### src/core/mlc_defs.svh
// offsets, field positions, reset values and counts of the modem line control
`ifndef MLC_DEFS_SVH
`define MLC_DEFS_SVH
`define MLC_OFS_CTRL 8'h00
`define MLC_OFS_STAT 8'h04
`define MLC_OFS_MASK 8'h08
`define MLC_OFS_PINS 8'h0C
`define MLC_CTRL_RST 8'h00
`define MLC_BIT_CLKSEL 7
`define MLC_BIT_IREN 6
`define MLC_BIT_XANY 5
`define MLC_BIT_LOOP 4
`define MLC_BIT_IRQOE 3
`define MLC_BIT_UOUT1 2
`define MLC_ST_MODEM 0
`define MLC_ST_XON 1
`define MLC_ST_RST 2'h0
`define MLC_MASK_RST 2'h0
`define MLC_PRE_DIV 16
`define MLC_CLK_DIV 4
`endif

### src/core/mlc_pkg.sv
// types shared by the modem line control logic
package mlc_pkg;
    typedef logic [7:0] ctrl_t;
    typedef logic [1:0] irq_t;
    typedef enum logic [1:0] {
        WR_IDLE = 2'h0,
        WR_HALF = 2'h1,
        WR_RESP = 2'h3
    } wr_state_t;
endpackage : mlc_pkg

### src/core/uart_modem_line_control.sv
// modem line control register of one uart channel with axi4-lite access
// What this block does
// - clock select clear: input clock divided by sixteen feeds baud generator
// - clock select set: the divided clock is further divided by four
// - infrared enable routes serial transmit and receive through ir codec
// - in infrared mode the ir transmit output stays low while idle
// - resume-on-any makes any received character a resume condition
// - loop-back detaches serial and modem pins and loops signals inside
// - receiver and transmitter interrupts work unchanged in loop-back
// - loop-back modem interrupts come from internal outputs, still enable-gated
// - irq enable bit clear floats the four channel irq outputs, set drives
// - loop-back carrier detect is the inverse of the irq enable bit
// - user output one acts only in loop-back, setting ring indicator
// - reset clears clock select, infrared, resume-any, loop-back, irq enable
//
// Design decisions made here: the placing of the registers and the AXI4-Lite slave port.
`timescale 1ns/100ps
`include "mlc_defs.svh"
module uart_modem_line_control #(
    parameter int PRE_DIV = `MLC_PRE_DIV,
    parameter int CLK_DIV = `MLC_CLK_DIV
) (
    // clock and reset
    input wire logic aclk,
    input wire logic aresetn,
    // axi4-lite slave
    input wire logic [7:0] s_axi_awaddr,
    input wire logic s_axi_awvalid,
    output logic s_axi_awready,
    input wire logic [31:0] s_axi_wdata,
    input wire logic [3:0] s_axi_wstrb,
    input wire logic s_axi_wvalid,
    output logic s_axi_wready,
    output logic [1:0] s_axi_bresp,
    output logic s_axi_bvalid,
    input wire logic s_axi_bready,
    input wire logic [7:0] s_axi_araddr,
    input wire logic s_axi_arvalid,
    output logic s_axi_arready,
    output logic [31:0] s_axi_rdata,
    output logic [1:0] s_axi_rresp,
    output logic s_axi_rvalid,
    input wire logic s_axi_rready,
    // internal uart side, same clock
    input wire logic tx_serial,
    input wire logic rts_int,
    input wire logic dtr_int,
    input wire logic rx_char_valid,
    input wire logic [7:0] rx_char,
    input wire logic [7:0] xon_char,
    input wire logic modem_irq_en,
    input wire logic [3:0] chan_irq_req,
    output logic baud_tick,
    output logic rx_serial,
    output logic cts_int,
    output logic dsr_int,
    output logic cd_int,
    output logic ri_int,
    output logic modem_event,
    output logic xon_resume,
    // pins
    output logic tx_pin,
    output logic ir_tx_pin,
    input wire logic rx_pin,
    input wire logic ir_rx_pin,
    input wire logic cts_pin,
    input wire logic dsr_pin,
    input wire logic cd_pin,
    input wire logic ri_pin,
    output logic [3:0] channel_irq_outputs,
    output logic [3:0] channel_irq_oe,
    // interrupt
    output logic irq
);
    localparam logic [3:0] PRE_LAST = 4'(PRE_DIV - 1);
    localparam logic [1:0] DIV_LAST = 2'(CLK_DIV - 1);

    mlc_pkg::ctrl_t modem_line_control_q, modem_line_control_d;
    mlc_pkg::irq_t stat_q, stat_d, mask_q, mask_d;
    mlc_pkg::wr_state_t wst_q, wst_d;
    logic [7:0] waddr_q, waddr_d;
    logic [7:0] wdat_q, wdat_d;
    logic wbe_q, wbe_d;
    logic aw_got_q, aw_got_d, w_got_q, w_got_d;
    logic bvalid_q, bvalid_d, rvalid_q, rvalid_d;
    logic [1:0] bresp_q, bresp_d, rresp_q, rresp_d;
    logic [31:0] rdata_q, rdata_d;
    logic awready_q, awready_d, wready_q, wready_d, arready_q, arready_d;

    // pin synchronisers: stage one is read only by stage two
    logic [5:0] sync1_q, sync2_q;
    logic [5:0] pins_raw;
    assign pins_raw = {ri_pin, cd_pin, dsr_pin, cts_pin, ir_rx_pin, rx_pin};

    function automatic logic mapped(input logic [7:0] a);
        mapped = (a == `MLC_OFS_CTRL) || (a == `MLC_OFS_STAT) ||
                 (a == `MLC_OFS_MASK) || (a == `MLC_OFS_PINS);
    endfunction : mapped

    logic loop, ir_en;
    assign loop = modem_line_control_q[`MLC_BIT_LOOP];
    assign ir_en = modem_line_control_q[`MLC_BIT_IREN];

    // prescaler
    logic [3:0] pre_q, pre_d;
    logic [1:0] div_q, div_d;
    logic tick_q, tick_d;
    logic pre_wrap;
    assign pre_wrap = (pre_q == PRE_LAST);

    always_comb begin
        pre_d = pre_wrap ? 4'h0 : pre_q + 4'h1;
        div_d = div_q;
        if (pre_wrap) begin
            div_d = (div_q == DIV_LAST) ? 2'h0 : div_q + 2'h1;
        end
        if (modem_line_control_q[`MLC_BIT_CLKSEL]) begin
            tick_d = pre_wrap && (div_q == DIV_LAST);
        end else begin
            tick_d = pre_wrap;
        end
    end

    // line and modem path
    logic rxs_d, cts_d, dsr_d, cd_d, ri_d, txp_d, irp_d;
    logic rxs_q, cts_q, dsr_q, cd_q, ri_q, txp_q, irp_q;
    logic [3:0] mprev_q, mprev_d;
    logic mev_q, mev_d, xon_q, xon_d;
    logic [3:0] cio_q, cio_d, coe_q, coe_d;
    logic irq_q, irq_d;
    logic modem_chg, xon_hit;

    always_comb begin
        if (loop) begin
            rxs_d = tx_serial;
            txp_d = 1'b1;
            irp_d = 1'b0;
            cts_d = rts_int;
            dsr_d = dtr_int;
            cd_d = ~modem_line_control_q[`MLC_BIT_IRQOE];
            ri_d = ~modem_line_control_q[`MLC_BIT_UOUT1];
        end else begin
            // ir decoder: a light pulse arrives as a high level
            rxs_d = ir_en ? ~sync2_q[1] : sync2_q[0];
            txp_d = ir_en ? 1'b1 : tx_serial;
            irp_d = ir_en & ~tx_serial;
            cts_d = sync2_q[2];
            dsr_d = sync2_q[3];
            cd_d = sync2_q[4];
            ri_d = sync2_q[5];
        end
        mprev_d = {ri_q, cd_q, dsr_q, cts_q};
        // ring counts only on its falling edge
        modem_chg = (mprev_q[2:0] != {cd_q, dsr_q, cts_q}) ||
                    (mprev_q[3] & ~ri_q);
        mev_d = modem_chg & modem_irq_en;
        xon_hit = rx_char_valid &&
            (modem_line_control_q[`MLC_BIT_XANY] || rx_char == xon_char);
        xon_d = xon_hit;
        cio_d = chan_irq_req;
        coe_d = {4{modem_line_control_q[`MLC_BIT_IRQOE]}};
        irq_d = |(stat_q & mask_q);
    end

    // register file and axi4-lite slave
    always_comb begin
        modem_line_control_d = modem_line_control_q;
        mask_d = mask_q;
        // set wins over a write-one clear in the same cycle
        stat_d = stat_q;
        wst_d = wst_q;
        waddr_d = waddr_q;
        wdat_d = wdat_q;
        wbe_d = wbe_q;
        aw_got_d = aw_got_q;
        w_got_d = w_got_q;
        bvalid_d = bvalid_q;
        bresp_d = bresp_q;
        rvalid_d = rvalid_q;
        rresp_d = rresp_q;
        rdata_d = rdata_q;
        if (s_axi_awvalid && s_axi_awready) begin
            waddr_d = s_axi_awaddr;
            aw_got_d = 1'b1;
        end
        if (s_axi_wvalid && s_axi_wready) begin
            wdat_d = s_axi_wdata[7:0];
            wbe_d = s_axi_wstrb[0];
            w_got_d = 1'b1;
        end
        unique case (wst_q)
            mlc_pkg::WR_IDLE, mlc_pkg::WR_HALF: begin
                if (aw_got_q && w_got_q) begin
                    if (wbe_q && waddr_q == `MLC_OFS_CTRL) begin
                        modem_line_control_d = wdat_q;
                    end
                    if (wbe_q && waddr_q == `MLC_OFS_MASK) begin
                        mask_d = wdat_q[1:0];
                    end
                    if (wbe_q && waddr_q == `MLC_OFS_STAT) begin
                        stat_d = stat_q & ~wdat_q[1:0];
                    end
                    bresp_d = mapped(waddr_q) ? 2'h0 : 2'h2;
                    bvalid_d = 1'b1;
                    aw_got_d = 1'b0;
                    w_got_d = 1'b0;
                    wst_d = mlc_pkg::WR_RESP;
                end else if (aw_got_q || w_got_q) begin
                    wst_d = mlc_pkg::WR_HALF;
                end
            end
            mlc_pkg::WR_RESP: begin
                if (s_axi_bready) begin
                    bvalid_d = 1'b0;
                    wst_d = mlc_pkg::WR_IDLE;
                end
            end
            default: wst_d = mlc_pkg::WR_IDLE;
        endcase
        if (mev_q) begin
            stat_d[`MLC_ST_MODEM] = 1'b1;
        end
        if (xon_q) begin
            stat_d[`MLC_ST_XON] = 1'b1;
        end
        if (rvalid_q && s_axi_rready) begin
            rvalid_d = 1'b0;
        end
        if (s_axi_arvalid && s_axi_arready) begin
            rvalid_d = 1'b1;
            rresp_d = mapped(s_axi_araddr) ? 2'h0 : 2'h2;
            unique case (s_axi_araddr)
                `MLC_OFS_CTRL: rdata_d = {24'h0, modem_line_control_q};
                `MLC_OFS_STAT: rdata_d = {30'h0, stat_q};
                `MLC_OFS_MASK: rdata_d = {30'h0, mask_q};
                `MLC_OFS_PINS: rdata_d = {26'h0, sync2_q};
                default: rdata_d = 32'h0;
            endcase
        end
        // readies registered so every bus output leaves a flip-flop
        awready_d = ~aw_got_d & ~bvalid_d;
        wready_d = ~w_got_d & ~bvalid_d;
        arready_d = ~rvalid_d;
    end

    always_ff @(posedge aclk) begin
        if (!aresetn) begin
            modem_line_control_q <= `MLC_CTRL_RST;
            stat_q <= `MLC_ST_RST;
            mask_q <= `MLC_MASK_RST;
            wst_q <= mlc_pkg::WR_IDLE;
            waddr_q <= 8'h00;
            wdat_q <= 8'h00;
            wbe_q <= 1'b0;
            aw_got_q <= 1'b0;
            w_got_q <= 1'b0;
            bvalid_q <= 1'b0;
            bresp_q <= 2'h0;
            rvalid_q <= 1'b0;
            rresp_q <= 2'h0;
            rdata_q <= 32'h0;
            awready_q <= 1'b1;
            wready_q <= 1'b1;
            arready_q <= 1'b1;
            sync1_q <= 6'h3F;
            sync2_q <= 6'h3F;
            pre_q <= 4'h0;
            div_q <= 2'h0;
            tick_q <= 1'b0;
            rxs_q <= 1'b1;
            cts_q <= 1'b1;
            dsr_q <= 1'b1;
            cd_q <= 1'b1;
            ri_q <= 1'b1;
            txp_q <= 1'b1;
            irp_q <= 1'b0;
            mprev_q <= 4'hF;
            mev_q <= 1'b0;
            xon_q <= 1'b0;
            cio_q <= 4'h0;
            coe_q <= 4'h0;
            irq_q <= 1'b0;
        end else begin
            modem_line_control_q <= modem_line_control_d;
            stat_q <= stat_d;
            mask_q <= mask_d;
            wst_q <= wst_d;
            waddr_q <= waddr_d;
            wdat_q <= wdat_d;
            wbe_q <= wbe_d;
            aw_got_q <= aw_got_d;
            w_got_q <= w_got_d;
            bvalid_q <= bvalid_d;
            bresp_q <= bresp_d;
            rvalid_q <= rvalid_d;
            rresp_q <= rresp_d;
            rdata_q <= rdata_d;
            awready_q <= awready_d;
            wready_q <= wready_d;
            arready_q <= arready_d;
            sync1_q <= pins_raw;
            sync2_q <= sync1_q;
            pre_q <= pre_d;
            div_q <= div_d;
            tick_q <= tick_d;
            rxs_q <= rxs_d;
            cts_q <= cts_d;
            dsr_q <= dsr_d;
            cd_q <= cd_d;
            ri_q <= ri_d;
            txp_q <= txp_d;
            irp_q <= irp_d;
            mprev_q <= mprev_d;
            mev_q <= mev_d;
            xon_q <= xon_d;
            cio_q <= cio_d;
            coe_q <= coe_d;
            irq_q <= irq_d;
        end
    end

    assign s_axi_awready = awready_q;
    assign s_axi_wready = wready_q;
    assign s_axi_bvalid = bvalid_q;
    assign s_axi_bresp = bresp_q;
    assign s_axi_arready = arready_q;
    assign s_axi_rvalid = rvalid_q;
    assign s_axi_rresp = rresp_q;
    assign s_axi_rdata = rdata_q;
    assign baud_tick = tick_q;
    assign rx_serial = rxs_q;
    assign cts_int = cts_q;
    assign dsr_int = dsr_q;
    assign cd_int = cd_q;
    assign ri_int = ri_q;
    assign modem_event = mev_q;
    assign xon_resume = xon_q;
    assign tx_pin = txp_q;
    assign ir_tx_pin = irp_q;
    assign channel_irq_outputs = cio_q;
    assign channel_irq_oe = coe_q;
    assign irq = irq_q;
endmodule : uart_modem_line_control

### config.mk
export PLATFORM = sky130hd
export DESIGN_NAME = uart_modem_line_control
export DESIGN_NICKNAME = d
export VERILOG_FILES = /design/src/core/mlc_pkg.sv /design/src/core/uart_modem_line_control.sv
export VERILOG_INCLUDE_DIRS = /design/src /design/src/core
export SDC_FILE = /design/constraint.sdc
export NUM_CORES = 1
export LEC_CHECK = 0
export BUFFER_PORTS_ARGS = -buffer_cell sky130_fd_sc_hd__buf_2
export CAP_MARGIN = 20
export CORE_MARGIN = 2
export CORE_UTILIZATION = 30
export CTS_CLUSTER_SIZE = 14
export DETAILED_ROUTE_END_ITERATION = 10
export GPL_TIMING_DRIVEN = 1
export PLACE_DENSITY = 0.53
export SYNTH_ARGS = -nofsm -noshare
export SYNTH_HDL_FRONTEND = slang
export SYNTH_SLANG_ARGS = --single-unit
### constraint.sdc
create_clock -name aclk -period 2.1 [get_ports aclk]
set_clock_uncertainty 0.15 [all_clocks]
set_input_delay 0.42 -clock aclk [delete_from_list [all_inputs] [get_ports aclk]]
set_output_delay 0.42 -clock aclk [all_outputs]
set_load 0.02 [all_outputs]
==> flow_summary.toml <==
[clock_network]
post_cts_buffers = 0
clk_latency_ps = 330
cts_tree = "built"
clockBufferDepth = 2
post_cts_resized = 0
postCtsHoldBufs = 0
numClockSinks = 86
clkTransAtPathRegs_ps = 60
cts_buffers = 9
cts_root_buf = "clkbuf_16"
cts-htree-levels = 3

[place]
post-place-ws_ps = 399.5
dpl_cell_area_um2 = 3973
port_buffers = 96
gp_congestion = 0.6979
dpl.hpwl_um = 5306

[floorplanning]
dieArea_um2 = 12480
ioPinCount = 150
start_util_pct = 30.60
die_w_um = 111.7
coreArea_um2 = 11370
std_cell_rows = 39
dieHeight_um = 111.7

[timing]
fmax_mhz = 590.1
setup_ws_ps = 405.5
finalHoldViolCount = 0
period_share_pct = 80.69
rsz0062_at_grt = "no"
slew_viol_final = 0
period_needed_ps = 1695
final-setup-viol-count = 0
setup_tns_ps = 0

[grt]
gr-usage-all-layers_pct = 11.68
overflow = 0
grt_pass1_wl_um = 11490
grt_pass1_vias = 2473
grt_max_degree = 45
antenna_found_initial = 0

[power_and_ir_drop]
p_comb_share_pct = 9.0
pwr-share-seq_pct = 47.5
switchingPower_mw = 0.8452
p_clk_share_pct = 43.4
ir_worst_vdd_mv = 0.3716
p_per_area_nw_per_um2 = 856.3
p_int_mw = 2.816
p_leak_nw = 1.911
switching_share_pct = 23.09

[synth]
ys_types = 38
yosys_warnings = 0
syn-cell-area_um2 = 3480
synthCells = 368
ys_ff_latch = 86
avgSynthCellArea_um2 = 9.455
ys_seq_area_share_pct = 49.48

[cells_and_area]
fin_nets = 550
ff_latch_area_um2 = 1722
n_fill_cell = 1157
drive_gt1_share_pct = 25.70
diodes = 0
syn_to_final_growth_pct = 22.87
multi_input_area_um2 = 1550
fin_area_um2 = 4275

[critical_path]
critical_path_class = "flop to flop"
cp_max_fo = 3
crit_arrival_ps = 1750
startpoint_type = "flop"
required_ps = 2160
critPathCaptureType = "flop"

[detailed_routing]
ant_nets = 0
first_pass_iters = 4
drtIter0Drc = 111
via_per_inst = 4.325
vias = 2621
wl_per_cell_um = 11.78
route.detailed.drc = 0
postRouteWirelength_um = 7140

[job]
maxCapViolCount = 0

[outcome]
status = "complete, no violations"

[hold_path]
hp-class = "primary input to flop"
==> worst max-delay path: stages, from the launching register on <==
cell and delay (ps):
dfxtp_1 330, nor4_4 400, nand4_2 190, nor3b_1 360, a31oi_1 130
==> registers in the layout (all words and copies together) (netlist names), 4 cells and up <==
signal and cells:
waddr_q 8, modem_line_control_q 8, wdat_q 8, s_axi_rdata 8, sync1_q 6, mprev_q 4, channel_irq_outputs 4, pre_q 4
sync2_q 6
==> power by group through the flow <==
stage	Combinational [mW]	Clock, mW	Sequential (mW)
floorplan	0.234	0	1.79
global placement	0.330	0	1.77
detailed placement	0.335	0	1.78
CTS	0.337	1.64	1.74
global route	0.371	1.70	1.75
finish	0.331	1.59	1.74
==> placed cells by master, fill, tap and decap left out, types with 4 or more instances in the layout <==
cell and n:
xor2_1 10, a31oi_1 4, a21boi_0 21, nand2_1 65, clkbuf_16 9, nor2_1 14
buf_2 96, mux2i_1 14, and2_1 17, nand3_1 6, nand2b_1 15, nor2b_1 12
a21oi_1 5, dfxtp_1 86, o21ai_0 10, a22oi_1 5, o31ai_1 6, conb_1 26
inv_1 7
==> cell type report <==
cell class                 count  area share, %
sequential                    86          40.27
multi-input combinational    256          36.26
timing repair buffer          98          11.59
clock buffer                  13          6.087
tap                          143          4.185
clock inverter                 3         0.9950
inverter                       7         0.6146
==> cells by family (layout without fill, tap and decap cells) <==
group	Yosys count	count (layout)	synth area share, %
AND/OR/NAND/NOR	146	146	22.11
flip-flops	86	86	49.48
AO/OA/AOI/OAI	54	54	10.57
XOR/XNOR	12	12	3.020
adder cells (fa/ha/maj)	2	2	0.7191
multiplexers	16	16	5.322
buffers and inverters	51	121	8.666
other	1	26	0.1078
==> final timing paths <==
path                      startpoint                     end  slack [ps]  depth (start not counted)
max          waddr_q[4]$_SDFFE_PN0P_  stat_q[1]$_SDFFE_PN0P_         410                          4
max reg2reg  waddr_q[4]$_SDFFE_PN0P_  stat_q[1]$_SDFFE_PN0P_         410                          4
min reg2reg    sync1_q[2]$_SDFF_PN1_   sync2_q[2]$_SDFF_PN1_         260                          1
min                        ir_rx_pin   sync1_q[1]$_SDFF_PN1_         120                          2
==> routing by layer <==
metal  vias up  GRT usage (%)  share of wire [%]
li1       1349              -                  -
met1      1169          14.57                 47
met2        95          18.79                 45
met3         8          3.048                6.2
met4         0          5.679                1.9
met5         -              0                  0
==> cell usage after synthesis, drive strengths merged <==
master	n	area share [%]
mux2i	14	4.0
mux4	2	1.3
o21a	1	0.22
clkbuf	14	1.5
or4b	1	0.29
nor4	3	0.97
and2	17	3.1
nor3	1	0.14
nor2	14	1.5
a21boi	21	4.5
ha	2	0.72
nand4	4	1.3
xnor2	2	0.50
nand3	6	0.86
a22oi	5	1.1
conb	1	0.11
and3b	1	0.25
xor2	10	2.5
inv	7	0.76
a21oi	5	0.72
nand3b	1	0.22
buf	30	6.4
o211a	2	0.58
nand2	65	7.0
nand2b	15	2.7
dfxtp	86	49
o31ai	6	1.3
and3	2	0.36
nor2b	12	2.2
nor3b	3	0.97
o21ai	10	1.4
a31oi	4	0.72
nor4bb	1	0.29
==> per-stage QoR <==
step | total power [mW] | hold WS [ps] | util (%) | cells
detailed placement | 2.111 | 241.7 | 34.94 | 590
floorplan | 2.025 | 236.3 | - | 393
global placement | 2.103 | 243.4 | 34.94 | 590
global route | 3.820 | 117.5 | 37.60 | 606
finish | 3.661 | 120.0 | 37.60 | 606
CTS | 3.715 | 110.6 | 37.60 | 606
Note: power is estimated with default switching activity, not from simulation.
